`config.mk`:
```
export PLATFORM = sky130hd
export DESIGN_NAME = nmd_unit
export DESIGN_NICKNAME = d
export VERILOG_FILES = /design/src/design/nmd_pkg.sv /design/src/design/nmd_divider.sv /design/src/design/nmd_unit.sv
export VERILOG_INCLUDE_DIRS = /design/src /design/src/design
export SDC_FILE = /design/constraint.sdc
export NUM_CORES = 1
export LEC_CHECK = 0
export BUFFER_PORTS_ARGS = -buffer_cell sky130_fd_sc_hd__buf_2
export CAP_MARGIN = 20
export CORE_MARGIN = 3
export CORE_UTILIZATION = 40
export CTS_BUF_LIST = sky130_fd_sc_hd__clkbuf_4 sky130_fd_sc_hd__clkbuf_8
export CTS_CLUSTER_DIAMETER = 80
export CTS_CLUSTER_SIZE = 14
export DETAILED_ROUTE_END_ITERATION = 16
export SLEW_MARGIN = 5
export SYNTH_ARGS = -nofsm -noshare
export SYNTH_HDL_FRONTEND = slang
export SYNTH_SLANG_ARGS = --single-unit
```
`constraint.sdc`:
```
create_clock -name core_clk_i -period 30.2 [get_ports core_clk_i]
set_input_delay 3.02 -clock core_clk_i [delete_from_list [all_inputs] [get_ports core_clk_i]]
set_output_delay 3.02 -clock core_clk_i [all_outputs]
set_load 0.02 [all_outputs]
```
`src/design/nmd_defs.svh`:
```
`ifndef NMD_DEFS_SVH
`define NMD_DEFS_SVH

// Register offsets
`define NMD_OFS_STATUS     8'h86
`define NMD_OFS_LOW_LO     8'h87
`define NMD_OFS_LOW_HI     8'h88
`define NMD_OFS_UPPER_LO   8'h89
`define NMD_OFS_UPPER_HI   8'h8A
`define NMD_OFS_SRC2_LO    8'h8B
`define NMD_OFS_SRC2_HI    8'h8C
`define NMD_OFS_REM_LO     8'h8D
`define NMD_OFS_REM_HI     8'h8E
`define NMD_OFS_IRQ_STAT   8'h8F
`define NMD_OFS_IRQ_MASK   8'h90

// Status field positions
`define NMD_BIT_MUL_START  0
`define NMD_BIT_DIV_START  1
`define NMD_BIT_ZERO_DIV   2
`define NMD_BIT_OVERFLOW   3

// Interrupt status bits
`define NMD_IRQ_MUL_DONE   0
`define NMD_IRQ_DIV_DONE   1

// Reset values
`define NMD_RST_NIB        4'h0
`define NMD_RST_IRQ        2'h0

// Timing in machine cycles
`define NMD_MUL_CYCLES     5
`define NMD_DIV_CYCLES     10
`define NMD_CNT_W          4

// Divide-by-zero quotient
`define NMD_DIV0_QUOT      16'hFFFF
`define NMD_ZERO_BYTE      8'h00

`endif

```
`src/design/nmd_pkg.sv`:
```
package nmd_pkg;

    typedef enum logic [1:0] {
        NMD_IDLE = 2'b00,
        NMD_MUL  = 2'b01,
        NMD_DIV  = 2'b10
    } nmd_state_t;

    typedef struct packed {
        logic [7:0] addr;
        logic [3:0] wdata;
        logic       wr;
        logic       rd;
    } nmd_bus_req_t;

    typedef struct packed {
        logic [15:0] quot;
        logic [7:0]  rem;
        logic        zero_div;
    } nmd_div_res_t;

endpackage : nmd_pkg

```
`src/design/nmd_divider.sv`:
```
`timescale 1ns/1ps
`include "nmd_defs.svh"

module nmd_divider
    import nmd_pkg::*;
(
    input  wire logic [15:0] dividend_i,
    input  wire logic [7:0]  divisor_i,
    output nmd_div_res_t     res_o
);
    logic [15:0] quot_w;
    logic [7:0]  rem_w;
    logic        zero_w;

    assign zero_w = (divisor_i == `NMD_ZERO_BYTE);
    assign quot_w = zero_w ? `NMD_DIV0_QUOT : (dividend_i / {8'h00, divisor_i});
    assign rem_w  = zero_w ? dividend_i[7:0]
                           : 8'(dividend_i % {8'h00, divisor_i});

    assign res_o.quot     = quot_w;
    assign res_o.rem      = rem_w;
    assign res_o.zero_div = zero_w;

endmodule : nmd_divider

```
`src/design/nmd_unit.sv`:
```
`timescale 1ns/1ps
`include "nmd_defs.svh"

// Overview of operation
// - Multiply low by second source; product high/low into upper/low pairs after 5 cycles.
// - Divide upper:low by second source; quotient back, remainder out, after 10 cycles.
// - After multiply, overflow flag set if upper pair nonzero, else cleared.
// - After divide, zero-divisor flag set if second source is zero, else cleared.
// - Divide by zero gives FFFF quotient and old low pair as remainder.
// - Writing one to multiply start begins; bit self-clears when product is ready.
// - Writing one to divide start begins unless multiply start is also set in the same write; bit self-clears when results written.
// - Reset clears start bits, flags and all nibble registers.
// - Each byte is two nibble registers, low address holds bits 3..0.

module nmd_unit
    import nmd_pkg::*;
(
    input  wire logic       core_clk_i,
    input  wire logic       sys_rst_i,
    input  wire logic [7:0] addr_i,
    input  wire logic [3:0] wdata_i,
    input  wire logic       wr_i,
    input  wire logic       rd_i,
    output logic      [3:0] rdata_o,
    output logic            irq_o
);
    nmd_bus_req_t req;
    assign req.addr  = addr_i;
    assign req.wdata = wdata_i;
    assign req.wr    = wr_i;
    assign req.rd    = rd_i;

    nmd_state_t                 state_q;
    nmd_state_t                 state_d;
    logic [`NMD_CNT_W-1:0]      cnt_q;
    logic [`NMD_CNT_W-1:0]      cnt_d;
    logic [7:0]                 low_q;
    logic [7:0]                 low_d;
    logic [7:0]                 upper_q;
    logic [7:0]                 upper_d;
    logic [7:0]                 src2_q;
    logic [7:0]                 src2_d;
    logic [7:0]                 rem_q;
    logic [7:0]                 rem_d;
    logic                       ovf_q;
    logic                       ovf_d;
    logic                       zdiv_q;
    logic                       zdiv_d;
    logic [1:0]                 irq_stat_q;
    logic [1:0]                 irq_stat_d;
    logic [1:0]                 irq_mask_q;
    logic [1:0]                 irq_mask_d;
    logic [3:0]                 rdata_q;
    logic [3:0]                 rdata_d;

    // Address decode
    logic sel_stat, sel_ll, sel_lh, sel_ul, sel_uh, sel_sl, sel_sh, sel_rl, sel_rh;
    logic sel_is, sel_im;
    assign sel_stat = (req.addr == `NMD_OFS_STATUS);
    assign sel_ll   = (req.addr == `NMD_OFS_LOW_LO);
    assign sel_lh   = (req.addr == `NMD_OFS_LOW_HI);
    assign sel_ul   = (req.addr == `NMD_OFS_UPPER_LO);
    assign sel_uh   = (req.addr == `NMD_OFS_UPPER_HI);
    assign sel_sl   = (req.addr == `NMD_OFS_SRC2_LO);
    assign sel_sh   = (req.addr == `NMD_OFS_SRC2_HI);
    assign sel_rl   = (req.addr == `NMD_OFS_REM_LO);
    assign sel_rh   = (req.addr == `NMD_OFS_REM_HI);
    assign sel_is   = (req.addr == `NMD_OFS_IRQ_STAT);
    assign sel_im   = (req.addr == `NMD_OFS_IRQ_MASK);

    logic idle_w;
    logic start_mul_w;
    logic start_div_w;
    logic done_w;
    logic mul_done_w;
    logic div_done_w;
    assign idle_w      = (state_q == NMD_IDLE);
    assign start_mul_w = idle_w && req.wr && sel_stat
                         && req.wdata[`NMD_BIT_MUL_START];
    assign start_div_w = idle_w && req.wr && sel_stat && !start_mul_w
                         && req.wdata[`NMD_BIT_DIV_START];
    assign done_w      = !idle_w && (cnt_q == `NMD_CNT_W'(1));
    assign mul_done_w  = done_w && (state_q == NMD_MUL);
    assign div_done_w  = done_w && (state_q == NMD_DIV);

    // Arithmetic results
    logic [15:0]  prod_w;
    nmd_div_res_t div_w;
    assign prod_w = {8'h00, low_q} * {8'h00, src2_q};

    nmd_divider u_div (
        .dividend_i ({upper_q, low_q}),
        .divisor_i  (src2_q),
        .res_o      (div_w)
    );

    // Sequencer
    always_comb begin
        state_d = state_q;
        cnt_d   = cnt_q;
        case (state_q)
            NMD_IDLE: begin
                if (start_mul_w) begin
                    state_d = NMD_MUL;
                    cnt_d   = `NMD_CNT_W'(`NMD_MUL_CYCLES);
                end else if (start_div_w) begin
                    state_d = NMD_DIV;
                    cnt_d   = `NMD_CNT_W'(`NMD_DIV_CYCLES);
                end
            end
            NMD_MUL, NMD_DIV: begin
                cnt_d = cnt_q - `NMD_CNT_W'(1);
                if (done_w) begin
                    state_d = NMD_IDLE;
                end
            end
            default: begin
                state_d = NMD_IDLE;
            end
        endcase
    end

    // Operand and result registers
    always_comb begin
        low_d   = low_q;
        upper_d = upper_q;
        src2_d  = src2_q;
        rem_d   = rem_q;
        ovf_d   = ovf_q;
        zdiv_d  = zdiv_q;
        if (req.wr) begin
            if (sel_ll) begin
                low_d[3:0] = req.wdata;
            end else if (sel_lh) begin
                low_d[7:4] = req.wdata;
            end else if (sel_ul) begin
                upper_d[3:0] = req.wdata;
            end else if (sel_uh) begin
                upper_d[7:4] = req.wdata;
            end else if (sel_sl) begin
                src2_d[3:0] = req.wdata;
            end else if (sel_sh) begin
                src2_d[7:4] = req.wdata;
            end else if (sel_rl) begin
                rem_d[3:0] = req.wdata;
            end else if (sel_rh) begin
                rem_d[7:4] = req.wdata;
            end
        end
        if (mul_done_w) begin
            upper_d = prod_w[15:8];
            low_d   = prod_w[7:0];
            ovf_d   = (prod_w[15:8] != `NMD_ZERO_BYTE);
        end else if (div_done_w) begin
            upper_d = div_w.quot[15:8];
            low_d   = div_w.quot[7:0];
            rem_d   = div_w.rem;
            zdiv_d  = div_w.zero_div;
        end
    end

    // Interrupt status, set wins over clear
    always_comb begin
        irq_stat_d = irq_stat_q;
        irq_mask_d = irq_mask_q;
        if (req.wr && sel_is) begin
            irq_stat_d = irq_stat_q & ~req.wdata[1:0];
        end
        if (req.wr && sel_im) begin
            irq_mask_d = req.wdata[1:0];
        end
        if (mul_done_w) begin
            irq_stat_d[`NMD_IRQ_MUL_DONE] = 1'b1;
        end
        if (div_done_w) begin
            irq_stat_d[`NMD_IRQ_DIV_DONE] = 1'b1;
        end
    end

    // Read mux
    logic [3:0] stat_nib_w;
    assign stat_nib_w = {ovf_q, zdiv_q, state_q == NMD_DIV, state_q == NMD_MUL};

    always_comb begin
        rdata_d = 4'h0;
        if (req.rd) begin
            if (sel_stat) begin
                rdata_d = stat_nib_w;
            end else if (sel_ll) begin
                rdata_d = low_q[3:0];
            end else if (sel_lh) begin
                rdata_d = low_q[7:4];
            end else if (sel_ul) begin
                rdata_d = upper_q[3:0];
            end else if (sel_uh) begin
                rdata_d = upper_q[7:4];
            end else if (sel_sl) begin
                rdata_d = src2_q[3:0];
            end else if (sel_sh) begin
                rdata_d = src2_q[7:4];
            end else if (sel_rl) begin
                rdata_d = rem_q[3:0];
            end else if (sel_rh) begin
                rdata_d = rem_q[7:4];
            end else if (sel_is) begin
                rdata_d = {2'b00, irq_stat_q};
            end else if (sel_im) begin
                rdata_d = {2'b00, irq_mask_q};
            end
        end
    end

    always_ff @(posedge core_clk_i) begin
        if (sys_rst_i) begin
            state_q    <= NMD_IDLE;
            cnt_q      <= '0;
            low_q      <= {2{`NMD_RST_NIB}};
            upper_q    <= {2{`NMD_RST_NIB}};
            src2_q     <= {2{`NMD_RST_NIB}};
            rem_q      <= {2{`NMD_RST_NIB}};
            ovf_q      <= 1'b0;
            zdiv_q     <= 1'b0;
            irq_stat_q <= `NMD_RST_IRQ;
            irq_mask_q <= `NMD_RST_IRQ;
            rdata_q    <= 4'h0;
        end else begin
            state_q    <= state_d;
            cnt_q      <= cnt_d;
            low_q      <= low_d;
            upper_q    <= upper_d;
            src2_q     <= src2_d;
            rem_q      <= rem_d;
            ovf_q      <= ovf_d;
            zdiv_q     <= zdiv_d;
            irq_stat_q <= irq_stat_d;
            irq_mask_q <= irq_mask_d;
            rdata_q    <= rdata_d;
        end
    end

    assign rdata_o = rdata_q;
    assign irq_o   = |(irq_stat_q & irq_mask_q);

endmodule : nmd_unit

```
# == Yosys cells after proc, flatten, opt, wreduce, memory -nomap -nowiden ==
# Cells that the tools add are included.
# word_totals
reg_bits,48
inputBits,16
output_inout_bits,5
# classes
n_addsub,1
mul,1
n_div,2
n_eq_ne,19
n_mux,49
bitwise_logic,10
reduce_logical,35
# ops
cell,n
$mux W8,18
$eq A8 B8 Y1 const B,11
$mux W4,20
$div A16 B8 Y16,1
$mod A16 B8 Y16,1
$mul A8 B8 Y16,1
$mux W16,1
$reduce_bool A3 Y1,5
$mux W2,6
$ne A3 B1 Y1 const B,4
$logic_and A1 B1 Y1,10
$logic_not A8 Y1,1
$pmux W4 S2,1
$reduce_and A2 Y1,4
$reduce_bool A8 Y1,1
$not A1 Y1,7
$reduce_and A7 Y1,1
$reduce_and A6 Y1,1
$reduce_bool A2 Y1,3
$reduce_or A2 Y1,3
$reduce_and A5 Y1,1
$and A2 B2 Y2,2
$eq A4 B1 Y1 const B,1
$pmux W2 S2,1
10 further kinds,12

# == Logic depth before layout (Yosys ltp) ==
# Gate-level depths: netlist of the first run.
# logic_depth
depth_word,12
mapped_depth,149
depth_no_buf,143

# == Hierarchy ==
# From an unflattened synthesis of the first run, not the netlist that was laid out.
# unflattened
cells_unflattened,1424
hier_area_um2,10717.8
# modules_own_cells
mod,n_inst,cells_per_inst,area_per_inst_um2,seq_area_each_um2
nmd_divider,1,830,5916.9,0.0
nmd_unit,1,594,4800.9,960.9

# == Worst setup path before layout of the first run ==
# No wires, ideal clock.
# synth_timing
kind,flip-flop to flip-flop
from,register src2_q[0]
to,register rem_q[2]
arrival_time_ns,29.908
t_required_ns,30.112
path_slack_ns,0.204
stages_incl_launch_ff,141
n_path_buf,7
synth_period_minus_slack_ns,29.996
path_cell_list,dfxtp_1 clkbuf_1 inv_1 ha_1 a311o_1 and2_1 ha_1 o21ai_0 a21o_1 nand2_1 o21ai_0 ha_1 a21o_1 o211ai_1 nor3b_1 or2_2 ha_1 or3_1 (+105 left out) inv_1 a211oi_4 nand2_2 mux2_2 ha_1 a21o_1 a21oi_1 o21bai_1 a21oi_1 o21ai_0 a21o_1 a21oi_1 and3_1 nand4_1 o31a_2 buf_6 nand3b_4 a311oi_2
# synth_via
elab_chain_cells,4
elab_cells_between_ends,5
cone_classes,div (1); mux (3); reduce/logical (1)
# synth_lines
element,line_no,text
"start, declared",nmd_unit.sv:41,logic [7:0] src2_q;
"start signal, assigned",nmd_unit.sv:219,src2_q <= {2{`NMD_RST_NIB}};
"start signal, assigned",nmd_unit.sv:231,src2_q <= src2_d;
$mod A16 B8 Y16 / $logic_not A8 Y1 (equally long branches),-,
$mux W8 *,nmd_divider.sv:17,assign rem_w = zero_w ? dividend_i[7:0]
$mux W8 *,nmd_unit.sv:154,end else if (div_done_w) begin
$mux W8 *,nmd_unit.sv:150,if (mul_done_w) begin
"end signal, assigned",nmd_unit.sv:220,rem_q <= {2{`NMD_RST_NIB}};
"end signal, assigned",nmd_unit.sv:232,rem_q <= rem_d;
"end, declared",nmd_unit.sv:43,logic [7:0] rem_q;
# Mark *: on every way between the ends. The rest lies on a longest branch, timed or not.
# A chain may end at the register's enable or synchronous reset.

# == Worst setup path after layout of the first run ==
# layout_timing
from,register src2_q[2]
to,register rem_q[0]
# The elaborated chain is that of the path after synthesis.

==> results of run 1 <==
## path summary, 6_finish.rpt
check / from / end
setup / recovery: src2_q[2] / rem_q[0]
hold reg to reg: irq_mask_q[1] / irq_mask_q[1]
hold / removal: irq_mask_q[1] / irq_mask_q[1]
setup reg to reg: src2_q[2] / rem_q[0]
## critical path, delay by kind of cell (launching register included)
family	cells	cell delay, ps
simple gates	36	7410
compound gates	74	13570
flops	1	330
fa+ha+maj	15	4310
mux	7	1940
buf+inv	9	1260
## what timing repair did
action	in CTS	in global routing
pin swaps	1	30
setup buffers	0	44
gates cloned	0	3
setup endpoints to repair	9	9
hold buffers	0	0
resized for setup	13	77
## cell usage after synthesis (all sizes together), types with 5 or more instances
master,instances
a211o,7
a211oi,29
a21o,33
a21oi,96
a22oi,8
a31oi,15
and2,14
and3,8
buf,13
clkbuf,40
dfxtp,48
fa,37
ha,146
inv,81
mux2,30
mux2i,36
nand2,130
nand2b,12
nand3,21
nand3b,5
nand4,12
nor2,136
nor2b,15
nor3,68
nor3b,6
nor4,7
o211ai,14
o21a,42
o21ai,59
o22ai,5
o31a,7
o31ai,24
or2,12
or3,18
xnor2,28
xor2,24
## cell families (layout without fill, tap and decap cells)
logic type	after synthesis	in the layout	share of synthesized area
AO/OA/AOI/OAI	388	389	0.260
XOR/XNOR	53	53	0.0459
adder cells (fa/ha/maj)	183	183	0.247
buffers and inverters	135	210	0.0518
flip-flops	48	48	0.0923
multiplexers	69	69	0.0747
AND/OR/NAND/NOR	484	485	0.228
## registers in the layout, indices dropped and copies added (netlist names)
name and cells:
irq_mask_q 2, state_q 2, irq_stat_q 2, cnt_q 4, upper_q 8, low_q 8
rem_q 8, src2_q 8, ovf_q 1, zdiv_q 1, rdata_o 4
## per-stage QoR
step	TNS, ps	worst slack [ps]	utilization
floorplan	0	204	-
global placement	-4110	-532	0.437
detailed placement	-9410	-1120	0.437
CTS	0	60.6	0.443
global route	-2550	-314	0.472
finish	0	1220	0.472
## cell type report
type	count	area, um2	area share
clock buffer	5	68.8	0.00574
clock inverter	3	47.5	0.00397
inverter	82	308	0.0257
multi-input combinational	1179	9330	0.779
sequential	48	965	0.0805
tap	330	413	0.0345
timing repair buffer	120	852	0.0711
## layer usage
metal | routed length (um) | vias to the layer above | GRT usage
met2 | 15000 | 327 | 0.361
met5 | 0 | - | 0
li1 | - | 5158 | -
met1 | 15000 | 4922 | 0.300
met3 | 1820 | 67 | 0.0326
met4 | 905 | 0 | 0.0630
==> results.yml, run 1 <==
outcome:
  status: "completed"
yosys:
  ys_top_cells_by_area: "ha_1 (18%), dfxtp_1 (9.2%), fa_1 (7.1%)"
  ys_types: 97
  yosys_most_used_dff: "dfxtp_1"
  ys_seq_area_frac: 0.0923
  syn_nets: 1559
  yosysTopAreaCell: "ha_1"
  syn_inst: 1360
  syn-mean-instance-area_um2: 7.65
  synth_edf_count: 0
  ys_seq_elements: 48
  synth_top_area_share: 0.176
  async_reset_ff_frac: 0
  syn-cell-area_um2: 10400
  yosysWarnings: 0
setup_path:
  r2r_cells: 141
  arrival_ps: 29230
  path_max_fanout: 6
  crit_top_cell: "o21a_1"
  cp_slowest_cell: "or4b_4"
  worstPathRequired_ps: 30450
  critical-path-max-stage-delay_ps: 540
  ff2ff_setup_slack_ps: 1220
  startpoint_type: "flop"
  path_class: "reg -> reg"
  cp-end-kind: "flop"
hold_path:
  hold_path_depth: 2
  hold_class: "reg -> reg"
die:
  ios: 21
  core_area_um2: 25400
  num_rows: 58
  die-width_um: 167
  die_area_um2: 28000
  start_util: 0.410
  die_y_um: 167
sta:
  setup_viol: 0
  period_minus_slack_ps: 28980
  finalHoldViolCount: 0
  finClkSkew_ps: 13.7
  maxSlewViolCount: 0
  holdWs_ps: 482
  max_freq_mhz: 34.5
  finalCritPeriodShare: 0.960
  tightestPinTransition_ps: 1000
  relSlewSlack: 0.331
layout:
  fillers: 2552
  final_cell_mix: "ha_1 (142), nor2_1 (127), nand2_1 (124)"
  diodes: 0
  area_growth_pct: 15.1
  final_common_cell: "ha_1"
  layout.nets: 1635
  design_area_um2: 12000
  drive_above_1_share: 0.191
  instances_no_fill: 1767
cts:
  clockBufferDepth: 2
  cts.sinks: 48
  cts_tree: "built"
  cts_buffers: 5
  htreeDepth: 2
  clock_latency_ps: 340
  path_clk_slew_ps: 110
  cts-root-buf: "clkbuf_8"
place:
  dp.cells: 1712
  dpl_cell_area_um2: 11100
  io_buffer_count: 20
  gp_congestion: 0.933
  dpl.hpwl_um: 24700
routing:
  viasPerCell: 5.93
  drc: 0
  ant_nets: 0
  vias: 10500
  drt_iter0_drc: 813
  drtPass1Iterations: 5
  wl_um: 32700
  wire_per_inst_um: 18.5
global_routing:
  grt_max_degree: 48
  grt_usage: 0.219
  overflow: 0
  grt_antenna_before_repair: 0
  grt_pass1_vias: 9712
  grt_first_pass_wirelength_um: 51000
job:
  cap_violations: 0
Power of run 1 is left out: the tool's default activity adds up to more than one toggle a clock period on the data nets, which glitch-free logic cannot reach.
==> inputs of run 2 (changes only) <==
--- a/config.mk
+++ b/config.mk
@@ -14,7 +14,9 @@
 export CTS_CLUSTER_DIAMETER = 80
 export CTS_CLUSTER_SIZE = 14
 export DETAILED_ROUTE_END_ITERATION = 16
+export PLACE_DENSITY = 0.66
 export SLEW_MARGIN = 5
 export SYNTH_ARGS = -nofsm -noshare
 export SYNTH_HDL_FRONTEND = slang
 export SYNTH_SLANG_ARGS = --single-unit
+export TNS_END_PERCENT = 50
==> results.yml, run 2 (synthesis results as in run 1) <==
outcome:
  status: "completed"
setup_path:
  arrival_ps: 29190
  startpoint_type: "flop"
  path_max_fanout: 10
  cp-end-kind: "flop"
  worstPathRequired_ps: 30430
  path_class: "reg -> reg"
  crit_top_cell: "o21a_1"
  critical-path-max-stage-delay_ps: 540
  cp_slowest_cell: "or4b_4"
cts:
  cts_tree: "built"
  clock_latency_ps: 340
  cts-root-buf: "clkbuf_8"
  clockBufferDepth: 2
  cts.sinks: 48
  htreeDepth: 2
  path_clk_slew_ps: 100
  cts_buffers: 5
layout:
  layout.nets: 1625
  design_area_um2: 11900
  area_growth_pct: 14.4
  multi_input_area_um2: 9350
  drive_above_1_share: 0.189
  fillers: 2446
  instances_no_fill: 1758
  register_area_um2: 963
  final_common_cell: "ha_1"
  final_cell_mix: "ha_1 (142), nand2_1 (124), nor2_1 (124)"
job:
  cap_violations: 0
place:
  gp_congestion: 0.936
  dpl.hpwl_um: 23900
  dp.cells: 1709
  dpl_cell_area_um2: 11100
  preCtsSetupSlack_ps: -755
  io_buffer_count: 20
routing:
  wire_per_inst_um: 18.3
  vias: 10600
  viasPerCell: 6.02
  wl_met1_um: 14600
  drc: 0
  drtPass1Iterations: 5
  ant_nets: 0
  drt_iter0_drc: 976
  wl_met3_um: 1750
  wl_um: 32100
  highest_layer: "met4"
  routed-wl-met2_um: 15000
sta:
  finalHoldViolCount: 0
  fin_ws_ps: 1240
  max_freq_mhz: 34.5
  finClkSkew_ps: 14.6
  tightestPinTransition_ps: 1100
  period_minus_slack_ps: 28960
  holdWs_ps: 472
  setup_viol: 0
  finalCritPeriodShare: 0.959
  maxSlewViolCount: 0
  relSlewSlack: 0.265
hold_path:
  hold_class: "reg -> reg"
die:
  die-width_um: 167
  num_rows: 58
  start_util: 0.410
  die_y_um: 167
  ios: 21
  core_area_um2: 25400
  die_area_um2: 28000
global_routing:
  grt_max_degree: 48
  overflow: 0
  grt_antenna_before_repair: 0
  grt_first_pass_wirelength_um: 49800
  grt_pass1_vias: 9793
  grt_usage: 0.213
[run 2: worst max-delay path: cells and delay by family, from the launching register on]
| family | cells | cell delay (ps) |
|---|---|---|
| AOI/OAI and AO/OA | 76 | 14130 |
| adders and majority gates | 15 | 4290 |
| DFF | 1 | 330 |
| buffers and inverters | 8 | 1200 |
| and+or+nand+nor | 38 | 7670 |
| muxes | 5 | 1190 |
[run 2: routing by layer]
layer  GRT usage  vias up
li1            -     5133
met1       0.287     5029
met2       0.357      354
met3      0.0253       67
met4      0.0679        0
met5           0        -
[run 2: final timing paths]
path / from / end / slack (ps) / cells past startpoint
worst max-delay path: src2_q[2] / rem_q[0] / 1240 / 142
worst min-delay path: zdiv_q / zdiv_q / 470 / 2
worst max register to register: src2_q[2] / rem_q[0] / 1240 / 142
worst min register to register: zdiv_q / zdiv_q / 470 / 2
[run 2: metrics by stage]
| stage | TNS (ps) | utilization |
|---|---|---|
| final | 0 | 0.469 |
| after global routing | -2110 | 0.469 |
| after CTS | 0 | 0.442 |
| after detailed placement | -6060 | 0.436 |
| after global placement | -270 | 0.436 |
| after floorplan | 0 | - |
[run 2: what timing repair did]
action,in CTS,in global routing
pin swaps,1,26
setup endpoints to repair,9,9
cloned,0,2
buffers inserted,1,36
gates resized for setup,11,85
hold buffers,0,0
[run 2: layout make-up]
class / count / area share
Antenna cell: 1 / 0.000210
Clock inverter: 3 / 0.00200
Tap cell: 330 / 0.0347
Inverter: 82 / 0.0259
Clock buffer: 5 / 0.00578
Multi-Input combinational cell: 1179 / 0.785
Sequential cell: 48 / 0.0809
Timing Repair Buffer: 110 / 0.0656
Power of run 2 is left out for the same reason.
